===== src/rtl/cbr_cfg.svh =====
// Constants for the capability and brown-out register bank
`ifndef CBR_CFG_SVH
`define CBR_CFG_SVH
// ==========================================================
// Register byte offsets
`define CBR_OFS_MEM      12'h008
`define CBR_OFS_CORE     12'h010
`define CBR_OFS_PERI     12'h014
`define CBR_OFS_PIN      12'h018
`define CBR_OFS_PORT     12'h01C
`define CBR_OFS_BOR      12'h030
`define CBR_OFS_RUN0     12'h100
`define CBR_OFS_SLP0     12'h104
`define CBR_OFS_DSL0     12'h108
`define CBR_OFS_RUN1     12'h110
`define CBR_OFS_SLP1     12'h114
`define CBR_OFS_DSL1     12'h118
`define CBR_OFS_RUN2     12'h120
`define CBR_OFS_SLP2     12'h124
`define CBR_OFS_DSL2     12'h128
`define CBR_OFS_ISTAT    12'h140
`define CBR_OFS_IMASK    12'h144
// ==========================================================
// Fixed capability contents
`define CBR_MEM_VAL      32'h0007_0003
`define CBR_CORE_VAL     32'h0000_001F
`define CBR_PERI_VAL     32'h0303_0011
`define CBR_PIN_VAL      32'h8100_03C0
`define CBR_PORT_VAL     32'h0000_0007
// Converter rate field in group-0 gating and its maximum
`define CBR_RATE_LSB     8
`define CBR_RATE_MSB     9
`define CBR_RATE_MAX     2'h0
// ==========================================================
// Brown-out control fields and reset
`define CBR_BOR_MASK     32'h0000_FFFF
`define CBR_BOR_RST      32'h0000_7FFD
`define CBR_DLY_MSB      15
`define CBR_DLY_LSB      2
`define CBR_ACT_BIT      1
`define CBR_FLT_BIT      0
// Interrupt status bits
`define CBR_IRQ_BOR      0
`define CBR_IRQ_BOF      1
`define CBR_IRQ_MOF      2
`define CBR_IRQ_MASK     32'h0000_0007
`endif


===== src/rtl/cbr_pkg.sv =====
// Types shared by the capability and brown-out bank
`default_nettype none
package cbr_pkg;
  // Filter sequencer states, one-hot
  typedef enum logic [2:0] {
    CBR_IDLE = 3'h1,
    CBR_WAIT = 3'h2,
    CBR_HOLD = 3'h4
  } cbr_fsm_t;
endpackage
`default_nettype wire


===== src/rtl/cbr_top.sv =====
// Capability registers, masked clock gating and brown-out control
//
// How it works
// RQ1 - RAM size field reads 0x07
// RQ2 - Flash size field reads 0x03
// RQ3 - Gating writes masked by capability bits
// RQ4 - Unmarked group-0 gating bits stay zero
// RQ5 - Converter rate write clipped to maximum
// RQ6 - Core capability bits 4..0 read one
// RQ7 - Peripheral capability bits read as present
// RQ8 - Pin capability bits read as present
// RQ9 - Port capability bits 2..0 read one
// RQ10 - Capability registers ignore all writes
// RQ11 - Reserved bits read zero, software preserves
// RQ12 - Delay field resets 0x1FFF, counts periods
// RQ13 - Delay counter exceeds 10000 periods
// RQ14 - Action bit selects reset or interrupt
// RQ15 - Filter waits, re-samples, reports if asserted
// RQ16 - Deasserted re-sample suppresses the event
// RQ17 - Filter off reports immediately
// RQ18 - Oscillator fault flags set by hardware
// RQ19 - Counter restarts per assertion, stops at delay
`include "cbr_cfg.svh"
`default_nettype none
module cbr_top
  import cbr_pkg::*;
(
  input  wire logic        ref_clk,
  input  wire logic        rst,
  input  wire logic        clk_en,
  // AHB-Lite slave
  input  wire logic        hsel,
  input  wire logic [31:0] haddr,
  input  wire logic [1:0]  htrans,
  input  wire logic        hwrite,
  input  wire logic [2:0]  hsize,
  input  wire logic [31:0] hwdata,
  input  wire logic        hready,
  output logic             hreadyout,
  output logic             hresp,
  output logic [31:0]      hrdata,
  // Brown-out and oscillator inputs
  input  wire logic        brownout_detect,
  input  wire logic        boot_oscillator,
  input  wire logic        boot_osc_fault,
  input  wire logic        main_osc_fault,
  // Outputs to the system
  output logic             irq,
  output logic             brownout_reset,
  output logic [31:0]      run_gate_group0,
  output logic [31:0]      sleep_gate_group0,
  output logic [31:0]      deep_sleep_gate_group0,
  output logic [31:0]      run_gate_group1,
  output logic [31:0]      sleep_gate_group1,
  output logic [31:0]      deep_sleep_gate_group1,
  output logic [31:0]      run_gate_group2,
  output logic [31:0]      sleep_gate_group2,
  output logic [31:0]      deep_sleep_gate_group2
);
  // ==========================================================
  // Register map, byte offsets in address bits 11:0
  // Memory sizes at 0x008, fixed
  // Core features at 0x010, fixed, masks group 0
  // Peripherals at 0x014, fixed, masks group 1
  // Pins at 0x018, fixed
  // Ports at 0x01C, fixed, masks group 2
  // Brown-out control at 0x030, bits 15:0 writable:
  // Delay in 15:2, action in 1, filter enable in 0
  // Group 0 gating at 0x100, 0x104, 0x108: run, sleep, deep
  // Group 1 gating at 0x110, 0x114, 0x118, same order
  // Group 2 gating at 0x120, 0x124, 0x128, same order
  // Sticky status at 0x140, write one to clear
  // Status bit 0 brown-out, 1 and 2 oscillator faults
  // Interrupt mask at 0x144, same layout as status
  // Other offsets read zero and drop writes
  // ==========================================================
  // Bus timing
  // No wait states, so hreadyout stays high
  // Read data is picked at the address edge
  // Write data lands at the end of the data phase
  // A read right after a write to one word sees the old
  // Value, as both land on one edge
  // Transfer size is ignored; only whole words are decoded
  // ==========================================================
  // Brown-out path
  // Detector passes two flops, then the filter
  // Filter off: one event per rising level
  // Filter on: count oscillator periods, then re-sample
  // Action bit sends the event to status or to reset
  // Reset request is one cycle; the system stretches it
  // ==========================================================
  // Limitations
  // Oscillator is sampled as a level: above half of
  // The bus clock periods are lost and the wait grows
  // Clock enable low also stalls the bus; start no transfer
  // Reserved bits read zero, but software keeps them
  // A fault that stays high sets its flag again each
  // Cycle, so a clear only holds once the fault drops
  // ==========================================================
  // State
  // All registers live in one packed struct
  typedef struct packed {
    logic        wr_pend;  // Write data phase pending
    logic [11:0] wr_addr;  // Latched write offset
    logic [31:0] rdata;    // Read data
    logic [31:0] bor_ctl;  // Brown-out control
    logic [8:0][31:0] gate; // Gating registers, three groups of three
    logic [31:0] istat;    // Sticky interrupt status
    logic [31:0] imask;    // Interrupt mask
    logic        osc_d;    // Boot oscillator level, last cycle
    logic        rst_o;    // Brown-out reset output
  } cbr_top_t;
  cbr_top_t st_ff, nxt_st;

  // Combinational helpers
  logic        det_s;     // Synchronised detector
  logic        osc_s;     // Synchronised boot oscillator
  logic        fault_b_s; // Synchronised boot oscillator fault
  logic        fault_m_s; // Synchronised main oscillator fault
  logic        bor_ev;    // Filtered brown-out event
  logic        osc_tick;  // One boot-oscillator period seen
  logic        addr_ph;   // Valid address phase
  logic [31:0] ev_set;    // Events this cycle
  logic [31:0] wmask;     // Capability mask for a write
  logic [31:0] wval;      // Masked write value
  integer      gidx;      // Gating register index

  // ==========================================================
  // Capability mask of a gating register group
  function automatic logic [31:0] cap_of(input logic [11:0] a);
    logic [31:0] m;
    m = 32'h0000_0000;
    if (a >= `CBR_OFS_RUN0 && a <= `CBR_OFS_DSL0) begin
      m = `CBR_CORE_VAL; // RQ3 RQ4
    end else if (a >= `CBR_OFS_RUN1 && a <= `CBR_OFS_DSL1) begin
      m = `CBR_PERI_VAL; // RQ3
    end else if (a >= `CBR_OFS_RUN2 && a <= `CBR_OFS_DSL2) begin
      m = `CBR_PORT_VAL; // RQ3
    end
    return m;
  endfunction

  // Gating register index from offset, or -1
  function automatic integer gate_idx(input logic [11:0] a);
    integer i;
    i = -1;
    case (a)
      `CBR_OFS_RUN0: i = 0;
      `CBR_OFS_SLP0: i = 1;
      `CBR_OFS_DSL0: i = 2;
      `CBR_OFS_RUN1: i = 3;
      `CBR_OFS_SLP1: i = 4;
      `CBR_OFS_DSL1: i = 5;
      `CBR_OFS_RUN2: i = 6;
      `CBR_OFS_SLP2: i = 7;
      `CBR_OFS_DSL2: i = 8;
      default:       i = -1;
    endcase
    return i;
  endfunction

  // ==========================================================
  // Synchronisers for asynchronous levels
  cbr_sync u_sync_det (
    .clk (ref_clk),
    .rst (rst),
    .ce  (clk_en),
    .d   (brownout_detect),
    .q   (det_s)
  );
  // Boot oscillator, edges counted below
  cbr_sync u_sync_osc (
    .clk (ref_clk),
    .rst (rst),
    .ce  (clk_en),
    .d   (boot_oscillator),
    .q   (osc_s)
  );
  // Boot oscillator fault level
  cbr_sync u_sync_bof (
    .clk (ref_clk),
    .rst (rst),
    .ce  (clk_en),
    .d   (boot_osc_fault),
    .q   (fault_b_s)
  );
  // Main oscillator fault level
  cbr_sync u_sync_mof (
    .clk (ref_clk),
    .rst (rst),
    .ce  (clk_en),
    .d   (main_osc_fault),
    .q   (fault_m_s)
  );

  // Rising oscillator edge marks one period; a fast oscillator
  // beyond half the bus clock undercounts, making the wait longer
  assign osc_tick = osc_s & ~st_ff.osc_d;

  // ==========================================================
  // Brown-out filter
  // Delay field and filter bit come from brown-out control
  cbr_filter u_filter (
    .clk      (ref_clk),
    .rst      (rst),
    .ce       (clk_en),
    .osc_tick (osc_tick),
    .detect   (det_s),
    .filt_en  (st_ff.bor_ctl[`CBR_FLT_BIT]),
    .delay    (st_ff.bor_ctl[`CBR_DLY_MSB:`CBR_DLY_LSB]),
    .event_p  (bor_ev)
  );

  // Selected, ready, NONSEQ or SEQ
  assign addr_ph = hsel & hready & htrans[1];

  // ==========================================================
  // Next state: bus, registers, events
  always_comb begin
    // Everything holds unless changed below
    nxt_st = st_ff;
    ev_set = 32'h0000_0000;
    wmask = 32'h0000_0000;
    wval = 32'h0000_0000;
    gidx = -1;
    if (clk_en) begin
      nxt_st.osc_d = osc_s;
      // Events; the action bit picks reset or interrupt
      if (bor_ev && !st_ff.bor_ctl[`CBR_ACT_BIT]) begin
        ev_set[`CBR_IRQ_BOR] = 1'b1; // RQ14
      end
      nxt_st.rst_o = bor_ev & st_ff.bor_ctl[`CBR_ACT_BIT]; // RQ14
      // Fault levels set their flags each cycle
      ev_set[`CBR_IRQ_BOF] = fault_b_s; // RQ18
      ev_set[`CBR_IRQ_MOF] = fault_m_s; // RQ18
      // Write data phase
      if (st_ff.wr_pend) begin
        nxt_st.wr_pend = 1'b0;
        // Group mask for gating writes, rate clip for group 0 only
        gidx = gate_idx(st_ff.wr_addr);
        wmask = cap_of(st_ff.wr_addr);
        wval = hwdata & wmask; // RQ3 RQ4
        if (gidx >= 0 && gidx <= 2) begin
          // Clip the converter rate to its maximum
          if (hwdata[`CBR_RATE_MSB:`CBR_RATE_LSB] > `CBR_RATE_MAX) begin
            wval[`CBR_RATE_MSB:`CBR_RATE_LSB] = `CBR_RATE_MAX; // RQ5
          end else begin
            wval[`CBR_RATE_MSB:`CBR_RATE_LSB] =
              hwdata[`CBR_RATE_MSB:`CBR_RATE_LSB]; // RQ5
          end
        end
        // Store the masked word
        if (gidx >= 0) begin
          nxt_st.gate[gidx] = wval;
        end
        // Control, status and mask words
        case (st_ff.wr_addr)
          `CBR_OFS_BOR: begin
            nxt_st.bor_ctl = hwdata & `CBR_BOR_MASK; // RQ11
          end
          `CBR_OFS_ISTAT: begin
            nxt_st.istat = st_ff.istat & ~(hwdata & `CBR_IRQ_MASK);
          end
          `CBR_OFS_IMASK: begin
            nxt_st.imask = hwdata & `CBR_IRQ_MASK;
          end
          default: begin
            // Capability registers and holes ignore writes RQ10
          end
        endcase
      end
      // Set wins over a clear in the same cycle
      nxt_st.istat = nxt_st.istat | ev_set;
      // Address phase
      if (addr_ph) begin
        nxt_st.wr_pend = hwrite;
        nxt_st.wr_addr = haddr[11:0];
        nxt_st.rdata = 32'h0000_0000;
        // Read data chosen now, shown next cycle
        if (!hwrite) begin
          gidx = gate_idx(haddr[11:0]);
          if (gidx >= 0) begin
            nxt_st.rdata = st_ff.gate[gidx];
          end
          case (haddr[11:0])
            `CBR_OFS_MEM:   nxt_st.rdata = `CBR_MEM_VAL;  // RQ1 RQ2
            `CBR_OFS_CORE:  nxt_st.rdata = `CBR_CORE_VAL; // RQ6
            `CBR_OFS_PERI:  nxt_st.rdata = `CBR_PERI_VAL; // RQ7
            `CBR_OFS_PIN:   nxt_st.rdata = `CBR_PIN_VAL;  // RQ8
            `CBR_OFS_PORT:  nxt_st.rdata = `CBR_PORT_VAL; // RQ9
            `CBR_OFS_BOR:   nxt_st.rdata = st_ff.bor_ctl;
            `CBR_OFS_ISTAT: nxt_st.rdata = st_ff.istat;
            `CBR_OFS_IMASK: nxt_st.rdata = st_ff.imask;
            default: begin
              // Unmapped reads return zero with OKAY
            end
          endcase
        end
      end
    end
  end

  // ==========================================================
  // Register all state
  // Sync reset; clock enable does not hold it back
  always_ff @(posedge ref_clk) begin
    if (rst) begin
      st_ff.wr_pend <= 1'b0;
      st_ff.wr_addr <= 12'h000;
      st_ff.rdata <= 32'h0000_0000;
      st_ff.bor_ctl <= `CBR_BOR_RST; // RQ12 RQ14 RQ15
      st_ff.gate <= '0;
      st_ff.istat <= 32'h0000_0000;
      st_ff.imask <= 32'h0000_0000;
      st_ff.osc_d <= 1'b0;
      st_ff.rst_o <= 1'b0;
    end else begin
      st_ff <= nxt_st;
    end
  end

  // ==========================================================
  // Outputs
  // Bus answer: zero wait, always OKAY
  assign hreadyout = 1'b1;
  assign hresp = 1'b0;
  assign hrdata = st_ff.rdata;

  // Level interrupt from sticky status and mask
  assign irq = |(st_ff.istat & st_ff.imask);
  // Reset request pulse
  assign brownout_reset = st_ff.rst_o;

  // Group 0 gating, masked by core features
  assign run_gate_group0 = st_ff.gate[0];
  assign sleep_gate_group0 = st_ff.gate[1];
  assign deep_sleep_gate_group0 = st_ff.gate[2];

  // Group 1 gating, masked by peripherals
  assign run_gate_group1 = st_ff.gate[3];
  assign sleep_gate_group1 = st_ff.gate[4];
  assign deep_sleep_gate_group1 = st_ff.gate[5];

  // Group 2 gating, masked by ports
  assign run_gate_group2 = st_ff.gate[6];
  assign sleep_gate_group2 = st_ff.gate[7];
  assign deep_sleep_gate_group2 = st_ff.gate[8];
endmodule
`default_nettype wire


===== src/rtl/cbr_sync.sv =====
// Two-flop synchroniser for detector, boot oscillator and fault levels
`default_nettype none
module cbr_sync
  import cbr_pkg::*;
(
  input  wire logic clk,
  input  wire logic rst,
  input  wire logic ce,
  input  wire logic d,
  output logic      q
);
  // ==========================================================
  // State
  typedef struct packed {
    logic s1; // First stage, read only by s2
    logic s2; // Output stage
  } cbr_sync_t;
  cbr_sync_t st_ff, nxt_st;

  // Shift the level through
  always_comb begin
    nxt_st = st_ff;
    if (ce) begin
      nxt_st.s1 = d;
      nxt_st.s2 = st_ff.s1;
    end
  end

  // Register
  always_ff @(posedge clk) begin
    if (rst) begin
      st_ff <= '0;
    end else begin
      st_ff <= nxt_st;
    end
  end

  assign q = st_ff.s2;
endmodule
`default_nettype wire


===== src/rtl/cbr_filter.sv =====
// Brown-out detector filter counting boot-oscillator periods
`include "cbr_cfg.svh"
`default_nettype none
module cbr_filter
  import cbr_pkg::*;
(
  input  wire logic        clk,
  input  wire logic        rst,
  input  wire logic        ce,
  input  wire logic        osc_tick,
  input  wire logic        detect,
  input  wire logic        filt_en,
  input  wire logic [13:0] delay,
  output logic             event_p
);
  // ==========================================================
  // State
  typedef struct packed {
    cbr_fsm_t    fsm;   // Sequencer
    logic [13:0] cnt;   // Periods waited, 14 bits reach past 10000
    logic        det_d; // Detector, last cycle
    logic        ev;    // Event pulse
  } cbr_filt_t;
  cbr_filt_t st_ff, nxt_st;
  logic rise;

  // Sequencer: wait, re-sample, report or drop
  always_comb begin
    nxt_st = st_ff;
    rise = detect & ~st_ff.det_d;
    if (ce) begin
      nxt_st.det_d = detect;
      nxt_st.ev = 1'b0;
      case (st_ff.fsm)
        CBR_IDLE: begin
          if (rise && !filt_en) begin
            nxt_st.ev = 1'b1; // RQ17
          end else if (rise) begin
            nxt_st.cnt = '0; // RQ19
            nxt_st.fsm = CBR_WAIT;
          end
        end
        CBR_WAIT: begin
          // Count only boot-oscillator periods, stop at the delay
          if (rise) begin
            nxt_st.cnt = '0; // RQ19
          end else if (st_ff.cnt >= delay) begin // RQ19
            nxt_st.fsm = CBR_IDLE;
            if (detect) begin
              nxt_st.ev = 1'b1; // RQ15
              nxt_st.fsm = CBR_HOLD;
            end // Deasserted: noise, nothing reported RQ16
          end else if (osc_tick) begin
            nxt_st.cnt = st_ff.cnt + 14'h0001; // RQ12 RQ13
          end
        end
        CBR_HOLD: begin
          // One report per assertion; rearm on release
          if (!detect) begin
            nxt_st.fsm = CBR_IDLE;
          end
        end
        default: begin
          nxt_st.fsm = CBR_IDLE;
        end
      endcase
    end
  end

  // Register
  always_ff @(posedge clk) begin
    if (rst) begin
      st_ff <= '{fsm: CBR_IDLE, cnt: '0, det_d: 1'b0, ev: 1'b0};
    end else begin
      st_ff <= nxt_st;
    end
  end

  assign event_p = st_ff.ev;
endmodule
`default_nettype wire


===== config.mk =====
export PLATFORM = sky130hd
export DESIGN_NAME = cbr_top
export DESIGN_NICKNAME = d
export VERILOG_FILES = /design/src/rtl/cbr_pkg.sv /design/src/rtl/cbr_top.sv /design/src/rtl/cbr_sync.sv /design/src/rtl/cbr_filter.sv
export VERILOG_INCLUDE_DIRS = /design/src /design/src/rtl
export SDC_FILE = /design/constraint.sdc
export NUM_CORES = 1
export LEC_CHECK = 0
export ABC_CLOCK_PERIOD_IN_PS = 2400
export BUFFER_PORTS_ARGS = -buffer_cell sky130_fd_sc_hd__buf_2
export CAP_MARGIN = 20
export CORE_ASPECT_RATIO = 1.25
export CORE_MARGIN = 2
export CORE_UTILIZATION = 46
export DETAILED_ROUTE_END_ITERATION = 8
export PLACE_DENSITY = 0.88
export SYNTH_ARGS = -nofsm -noshare
export SYNTH_HDL_FRONTEND = slang
export SYNTH_SLANG_ARGS = --single-unit

===== constraint.sdc =====
create_clock -name ref_clk -period 2.4 [get_ports ref_clk]
set_input_delay 0.48 -clock ref_clk [delete_from_list [all_inputs] [get_ports ref_clk]]
set_output_delay 0.48 -clock ref_clk [all_outputs]
set_load 0.1 [all_outputs]

======== Word-level counts from Yosys, hierarchy flattened ========
Index checks and enable logic that the tools add are counted.
operators by class
  add/sub/neg operators ................... 1
  magnitude comparators ................... 14
  equality and inequality tests ........... 43
  muxes and demuxes ....................... 50
  bitwise operators ....................... 12
  reductions and logical operators ........ 17
operators by type and width
  cell                                                                 number
  2-to-1 mux 384 bit                                                   2
  case mux 32 bit (9 select lines)                                     2
  2-to-1 mux 32 bit                                                    15
  bitwise mux 288 bit                                                  1
  2-to-1 mux 288 bit                                                   1
  equality test 12 x 9 -> 1 bit (second input constant)                22
  case mux 32 bit (8 select lines)                                     1
  binary-select mux 32 bit (select 4 bit)                              1
  demux 32 bit (select 4 bit)                                          1
  AND 32 bit                                                           3
  greater-or-equal comparator 32 x 1 -> 1 bit (second input constant)  3
  less-than comparator 32 x 6 -> 1 bit (second input constant)         2
  2-to-1 mux 26 bit                                                    2
  equality test 12 x 5 -> 1 bit (second input constant)                4
  2-to-1 mux 45 bit                                                    1
  2-to-1 mux 14 bit                                                    3
  greater-or-equal comparator 12 x 9 -> 1 bit (second input constant)  3
  less-or-equal comparator 12 x 9 -> 1 bit (second input constant)     3
  2-to-1 mux 17 bit                                                    2
  less-or-equal comparator 32 x 3 -> 1 bit (second input constant)     1
  NOT 3 -> 32 bit                                                      1
  OR 32 x 3 -> 32 bit                                                  1
  OR reduction 32 bit                                                  1
  case mux 14 bit (2 select lines)                                     1
  other kinds (24)                                                     60
word-level totals
  register bits after elaboration ......... 458
  input port bits ......................... 79

======== Logic depth before layout (Yosys ltp) ========
Gate-level depths: netlist of run 1.
  word-level depth ........................ 16
  depth in mapped cells ................... 9
  depth with buffers taken out ............ 8

======== Modules after synthesis ========
A second synthesis of run 1 with hierarchy kept.
second synthesis, totals
  cells, all modules ...................... 1370
  area, all modules ....................... 11431.0 um^2
by module, submodules not included
  module      instances  cells an instance  area an instance (um^2)
  cbr_top     1          1154               9695.5
  cbr_filter  1          192                1465.2
  cbr_sync    4          6                  67.6

======== Least setup slack after synthesis of run 1 ========
OpenSTA, ideal clock, no wires.
  path kind ............................... register to register
  start ................................... register st_ff[368] (netlist name)
  end ..................................... register u_filter.st_ff[13] (netlist name)
  data arrival time ....................... 2.157 ns
  setup slack ............................. 0.121 ns
  cell stages (with the launch flop) ...... 9
  clock period less this slack ............ 2.279 ns
  cell sequence ........................... dfxtp_1 > inv_1 > ha_1 > o21a_1 > o21ai_0 > nor4_1 > a22oi_1 > a21oi_1 > a221o_1
between the ends
  longest elaborated chain between the ends .. 3
RTL lines
  what                                             line              source
  start: declaration                               cbr_top.sv:113    cbr_top_t st_ff, nxt_st;
  start signal: assignment                         cbr_top.sv:318    st_ff <= nxt_st;
  greater-or-equal comparator 14 bit               cbr_filter.sv:47  end else if (st_ff.cnt >= delay) begin
  inequality test 3 x 2 -> 1 bit (no source line)  n/a
  AND reduction 6 bit (no source line)             n/a
  end signal: assignment                           cbr_filter.sv:73  st_ff <= '{fsm: CBR_IDLE, cnt: '0, det_d: 1'b0, ev: 1'b0};
  end signal: assignment                           cbr_filter.sv:75  st_ff <= nxt_st;
  end: declaration                                 cbr_filter.sv:24  cbr_filt_t st_ff, nxt_st;
No other way between the ends.
A chain may end at the register's enable or synchronous reset.

======== Worst setup path after layout of run 1 ========
  start ................................... register st_ff[359] (netlist name)
  end ..................................... register u_filter.st_ff[10] (netlist name)
Same word-level chain as after synthesis.

==> results.yml, run 1 <==
logic_synthesis:
  synth-compound-area-share_pct: 14.6
  ys_seq_area_share_pct: 32.9
  synth_cells: 1384
  syn_area_um2: 11300
  synth_adder_area_share_pct: 1.75
  synth_edf_count: 0
  yosysUniqueCellTypes: 82
  synth_xor_area_share_pct: 0.310
  synth_top_area_share_pct: 32.9
  synth-warning-count: 0
  synth.largest_area_cell: "dfxtp_1"
  synth_async_sr_flop_share_pct: 0
  netlist_top_cells_area: "dfxtp_1 (33%), buf_4 (21%), nand2_1 (4.2%)"
  ys_seq_elements: 186
  synth_simple_gate_area_share_pct: 22.2
  ys.flop_type: "dfxtp_1"
  synth.area.mux_share_pct: 3.43
  synthesis.area_per_instance_um2: 8.18
  main_combinational_cell_family_by_area_after_synthesis: "buffers and inverters"
sta:
  hold_viol: 0
  tightestPinTransition_ps: 646
  setup_ws_ps: 11.2
  min_period_over_period_pct: 99.5
  timing.final.crit_period_ps: 2390
  slew_violations: 0
  finalHoldWorstSlack_ps: 274
  setup_violations: 0
  maximum_operating_frequency_mhz: 419
  worst_clock_skew_ps: 17.1
  slew-limit-headroom_pct: 56.9
pwr:
  power.density_cell_area_nw_per_um2: 630
  vdd.ir_drop.worst_v: 0.000304
  static-leakage-power_nw: 5.78
place:
  dp_hpwl_um: 25200
  place.port_buffers: 175
  finalWeightedCongestion: 0.957
  pre_cts_slack_ps: -248
cells_and_area:
  areaGrowthSynthToFinish_pct: 9.38
  post-route-util_pct: 50.8
  nNetsFinal: 1593
  final_layout_size_suffix_gt1_share_pct: 24.9
setup_path:
  critical_path_class: "reg2reg"
  timing.critical_path.max_delay_family: "compound AO/OA/AOI/OAI gates"
  critical_path_end_type: "flip-flop"
  worstRegToRegCells: 9
  timing.rr.start: "st_ff[359]"
  timing.critical_path.cells: "inv_1, ha_4, a21o_1, a21oi_1, o221ai_2, a22oi_2, a21oi_2, buf_4, a221o_1"
  start_kind: "flip-flop"
  worstPathRequired_ps: 2730
  worst_r2r_endpoint: "u_filter.st_ff[10]"
  delay_contributed_by_the_slowest_stage_of_the_critical_path_ps: 350
  critPathSlowestCell: "a221o_1"
  crit_buf_inv: 2
  critPathArrivalTime_ps: 2720
  r2r_slack_ps: 10
  worstPathMaxFanout: 5
die:
  io_pins: 403
  die-height_um: 179
  die_width_um: 144
  placeableCoreArea_um2: 24300
  floorplan.rows: 64
  floorplan.die_area_um2: 25900
  floorplan.initialDensity_pct: 46.5
routing:
  vias_per_cell: 5.48
  detail_route.iter0.violations: 1113
  antenna_violating_nets_post_route: 0
  remaining_drc_errors: 0
  dr.pass1.iters: 5
  routed_wirelength_um: 33700
  via_count: 10100
  wire_per_inst_um: 18.3
global_route:
  grt.total_usage_pct: 24.7
  grt_antenna_before_repair: 3
  number_of_global_route_vias_before_repair: 8873
  global_route_wire_length_before_repair_um: 48900
  grt_max_degree: 97
  grt_overflow: 0
clock_network:
  tritoncts_buffer_count: 17
  tritoncts_clock_tree: "built"
  clk_transition_reported_paths_ps: 80
  htree_num_levels: 4
  clock_latency_on_the_worst_skew_pair_ps: 450
  cts_max_path_buffers: 2
  cts.root.buffer_cell: "clkbuf_16"
  clk_sinks: 186
min_path:
  hold_path.class: "in2reg"
  hold_depth: 3
  min_from: "brownout_detect"
  hold_end: "u_sync_det.st_ff[1]"
flow_run:
  max_cap_viol_count: 0
outcome:
  status: "completed"
[through the flow]
stage	instances	area, µm²	power, mW	TNS [ps]
2_1_floorplan	1573	12000	4.95	0
3_3_place_gp	1803	11600	4.87	-1650
5_1_grt	1843	12400	7.97	-239
4_1_cts	1835	12200	7.79	0
6_report	1845	12400	7.80	0
3_5_place_dp	1803	11600	4.89	-2740
[flip-flops by register name, summed over array words and instances, names as in the netlist]
register,count
u_sync_mof.q,1
u_sync_bof.q,1
u_filter.event_p,1
u_sync_osc.st_ff,1
u_sync_det.st_ff,1
u_sync_det.q,1
u_sync_osc.q,1
sleep_gate_group0,11
hrdata,23
brownout_reset,1
u_sync_bof.st_ff,1
run_gate_group1,11
u_filter.st_ff,18
deep_sleep_gate_group1,11
deep_sleep_gate_group0,11
sleep_gate_group2,11
st_ff,36
deep_sleep_gate_group2,11
u_sync_mof.st_ff,1
run_gate_group2,11
run_gate_group0,11
sleep_gate_group1,11
[tightest hold or removal path, delay by kind of cell]
family	cells	cell delay (ps)
simple gates	1	70
buf+inv	1	80
mux	1	60
[layout by cell type (no fill, tap or decap), drive strengths merged, types with 7 or more instances in the layout]
master / instances
a211oi: 8
and2: 36
nand3: 90
nor4: 13
a221oi: 13
inv: 34
nor2: 81
mux2i: 32
a22o: 7
nand2b: 17
o21ai: 37
or2: 9
dfxtp: 186
nor2b: 8
nand4: 9
a31oi: 7
clkinv: 8
o211ai: 24
a221o: 11
nand2: 127
nor3: 17
and3: 45
conb: 191
clkbuf: 18
a21oi: 59
nand3b: 9
a22oi: 16
ha: 15
buf: 292
[cell families (layout without fill, tap and decap cells)]
family,count (synthesis),after routing
and+or+nand+nor,489,489
buffers and inverters,415,354
other,2,194
adders and majority gates,16,16
AOI/OAI and AO/OA,234,234
xor gates and xnor gates,4,4
muxes,38,38
DFF,186,186
[worst max path at each step]
stage | start | end | slack (ps) | depth (start not counted)
3_3_place_gp | haddr[7] | hrdata[0] | -200 | 12
5_1_grt | st_ff[359] | u_filter.st_ff[10] | -50 | 9
2_1_floorplan | st_ff[368] | u_filter.st_ff[13] | 120 | 8
4_1_cts | st_ff[359] | u_filter.event_p | 60 | 9
3_5_place_dp | haddr[6] | hrdata[3] | -250 | 11
6_report | st_ff[359] | u_filter.st_ff[10] | 10 | 9
[cell type report]
cell class / count / area [µm²]
flip-flops and latches: 186 / 3740
clock inverters: 14 / 198
clock buffers: 18 / 439
fillers: 2188 / 12000
repair buffers: 292 / 1860
multi-input cells: 972 / 5610
inverters: 30 / 113
diodes: 3 / 7.51
well taps: 330 / 413
[power breakdown]
| part | switching (mW) | total (mW) | internal [mW] |
|---|---|---|---|
| clock | 1.41 | 2.95 | 1.54 |
| sequential | 0.0239 | 3.12 | 3.10 |
| combinational | 1.55 | 1.72 | 0.167 |
[synthesized netlist by cell type (4+ instances only)]
cell type,n
nor4_1,12
nand2_1,127
o21a_1,4
buf_4,322
and2_1,36
a221oi_1,12
a22o_1,7
nand3b_1,9
a211oi_1,7
nor2_1,79
a21oi_1,59
nor3b_1,6
a311oi_1,4
buf_2,15
clkbuf_1,39
or4_1,4
o21ai_1,6
and3_1,45
a211o_1,4
a22oi_1,15
nand4_1,9
o31a_1,4
nor2b_1,8
nor3_1,14
dfxtp_1,186
a21o_1,4
a31oi_1,7
mux2_2,6
inv_1,28
ha_1,15
mux2i_1,32
or2_2,8
a221o_1,11
nor4b_1,4
a32oi_1,6
o211ai_1,24
or3_1,5
buf_1,7
nand2b_1,17
nand3_1,90
o21ai_0,31
[what timing repair did]
action                                  in CTS  in global routing
hold buffers                                 0                  0
gates resized for setup                      2                 24
buffers inserted                             0                  7
endpoints found under the setup margin      12                 29
pin swaps                                    1                  8
[layer usage]
layer / routed length, µm / share of wire (%) / up-vias / GRT usage [%]
met5: 25 / 0.074 / - / 0
met4: 1730 / 5.1 / 4 / 13.8
met3: 3350 / 9.9 / 137 / 5.39
met2: 16500 / 49 / 729 / 43.0
met1: 12100 / 36 / 4677 / 27.8
li1: - / - / 4562 / -
Note: power is estimated with default switching activity, not from simulation.
==> inputs of run 2 (changes only) <==
--- a/config.mk
+++ b/config.mk
@@ -11,9 +11,11 @@
 export CAP_MARGIN = 20
 export CORE_ASPECT_RATIO = 1.25
 export CORE_MARGIN = 2
-export CORE_UTILIZATION = 46
+export CORE_UTILIZATION = 35
+export CTS_CLUSTER_SIZE = 14
 export DETAILED_ROUTE_END_ITERATION = 8
-export PLACE_DENSITY = 0.88
+export MAX_ROUTING_LAYER = met4
+export PLACE_DENSITY = 0.72
 export SYNTH_ARGS = -nofsm -noshare
 export SYNTH_HDL_FRONTEND = slang
 export SYNTH_SLANG_ARGS = --single-unit
==> results.yml, run 2 (synthesized netlist as in run 1, its figures left out) <==
cells_and_area:
  most_common_cell_after_layout_fill_and_taps_aside: "conb_1"
  final_cell_mix: "conb_1 (191), buf_2 (175), dfxtp_1 (168)"
  largest_register_ffs: 36
  multi_input_area_um2: 5700
  areaGrowthSynthToFinish_pct: 10.9
  largest_reg_by_ff_count: "st_ff"
  nFillCells: 3208
  layout.area.seq_um2: 3750
  nNetsFinal: 1590
  final_layout_size_suffix_gt1_share_pct: 26.1
  post-route-util_pct: 39.5
  finalNonFillerCells: 1926
clock_network:
  cts_max_path_buffers: 2
  clock_latency_on_the_worst_skew_pair_ps: 440
  clk_sinks: 186
  clk_transition_reported_paths_ps: 80
  htree_num_levels: 4
  cts.root.buffer_cell: "clkbuf_16"
  tritoncts_clock_tree: "built"
  tritoncts_buffer_count: 17
routing:
  dr.pass1.iters: 5
  antenna_violating_nets_post_route: 0
  routed_wirelength_um: 35200
  via_count: 9671
  detail_route.iter0.violations: 826
  vias_per_cell: 5.02
  wire_per_inst_um: 18.3
  remaining_drc_errors: 0
setup_path:
  worstRegToRegCells: 10
  timing.critical_path.cells: "inv_1, ha_4, nand4_1, or4_1, o211ai_1, buf_4, a22oi_2, a21oi_1, buf_4, a221o_1"
  critPathSlowestCell: "or4_1"
  delay_contributed_by_the_slowest_stage_of_the_critical_path_ps: 530
  timing.critical_path.mode_cell: "buf_4"
  start_kind: "flip-flop"
  critical_path_end_type: "flip-flop"
  worst_r2r_endpoint: "u_filter.st_ff[7]"
  critical_path_class: "reg2reg"
  timing.rr.start: "st_ff[362]"
  critPathArrivalTime_ps: 2780
  worstPathMaxFanout: 7
  worstPathRequired_ps: 2780
  r2r_slack_ps: -7
outcome:
  status: "finished, violations left"
  violations_in_the_final_reports: "negative setup slack"
min_path:
  hold_depth: 3
  min_from: "brownout_detect"
  hold_path.class: "in2reg"
  hold_end: "u_sync_det.st_ff[1]"
sta:
  setup_violations: 1
  tightestPinTransition_ps: 654
  rsz0062_at_grt: "true"
  hold_viol: 0
  slew-limit-headroom_pct: 56.3
  min_period_over_period_pct: 100
  maximum_operating_frequency_mhz: 416
  timing.final.crit_period_ps: 2410
  setup_ws_ps: -6.69
  finalHoldWorstSlack_ps: 269
  finalSetupTns_ps: -6.69
  slew_violations: 0
  worst_clock_skew_ps: 12.8
global_route:
  grt.total_usage_pct: 20.5
  grt_max_degree: 97
  grt_antenna_before_repair: 5
  grt_overflow: 0
  number_of_global_route_vias_before_repair: 8664
  global_route_wire_length_before_repair_um: 50500
die:
  io_pins: 403
  floorplan.initialDensity_pct: 35.6
  die_width_um: 165
  placeableCoreArea_um2: 31800
  floorplan.rows: 73
  die-height_um: 205
  floorplan.die_area_um2: 33800
pwr:
  power.density_cell_area_nw_per_um2: 612
  static-leakage-power_nw: 5.71
  vdd.ir_drop.worst_v: 0.000481
  total_power_mw: 7.68
place:
  place_inst: 1882
  dp_hpwl_um: 27400
  place.port_buffers: 175
  finalWeightedCongestion: 0.927
flow_run:
  max_cap_viol_count: 0
==> run 2: metrics by stage <==
stage          setup slack, ps  cell area, µm²
2_1_floorplan              121           12000
3_3_place_gp              -286           11600
3_5_place_dp              -289           11600
4_1_cts                   32.5           12200
5_1_grt                  -90.0           12500
6_report                 -6.69           12500
==> run 2: timing repair <==
item,CTS,global route
gates resized for setup,1,48
gates cloned,0,1
setup endpoints to repair,12,44
pin swaps,0,10
hold buffers,0,0
buffers inserted,0,6
==> run 2: worst max-delay path, delay by kind of cell (launching register included) <==
family / cells / cell delay, ps
AO/OA/AOI/OAI: 4 / 640
adder cells (fa/ha/maj): 1 / 270
buffers and inverters: 3 / 480
flip-flops: 1 / 320
AND/OR/NAND/NOR: 2 / 640
==> run 2: worst max path at each step <==
stage | slack, ps | cells past startpoint | start | to
global route | -90 | 10 | st_ff[362] | u_filter.st_ff[7]
detailed placement | -290 | 10 | haddr[7] | hrdata[16]
global placement | -290 | 10 | haddr[7] | hrdata[16]
CTS | 30 | 8 | st_ff[368] | u_filter.st_ff[6]
finish | -7 | 10 | st_ff[362] | u_filter.st_ff[7]
floorplan | 120 | 8 | st_ff[368] | u_filter.st_ff[13]
==> run 2: report_power, final <==
| part | switching (mW) | internal (mW) | total, mW |
|---|---|---|---|
| Sequential | 0.0254 | 3.10 | 3.13 |
| Combinational | 1.55 | 0.171 | 1.72 |
| Clock | 1.30 | 1.53 | 2.83 |
==> run 2: routing by layer <==
metal	vias to the layer above	global-route usage, %	wire length [µm]	share of wire (%)
met2	479	35.9	17800	51
met4	0	8.14	1280	3.6
met3	71	4.98	2850	8.1
met1	4573	22.1	13300	38
li1	4548	-	-	-
met5	-	-	0	0
==> run 2: cell type report <==
type                    count  share of cell area, %
flip-flops and latches    186                   29.9
diodes                      5                 0.0998
clock buffers              22                   3.78
multi-input cells         972                   45.4
inverters                  30                  0.898
clock inverters            10                  0.848
repair buffers            289                   15.0
well taps                 412                   4.11
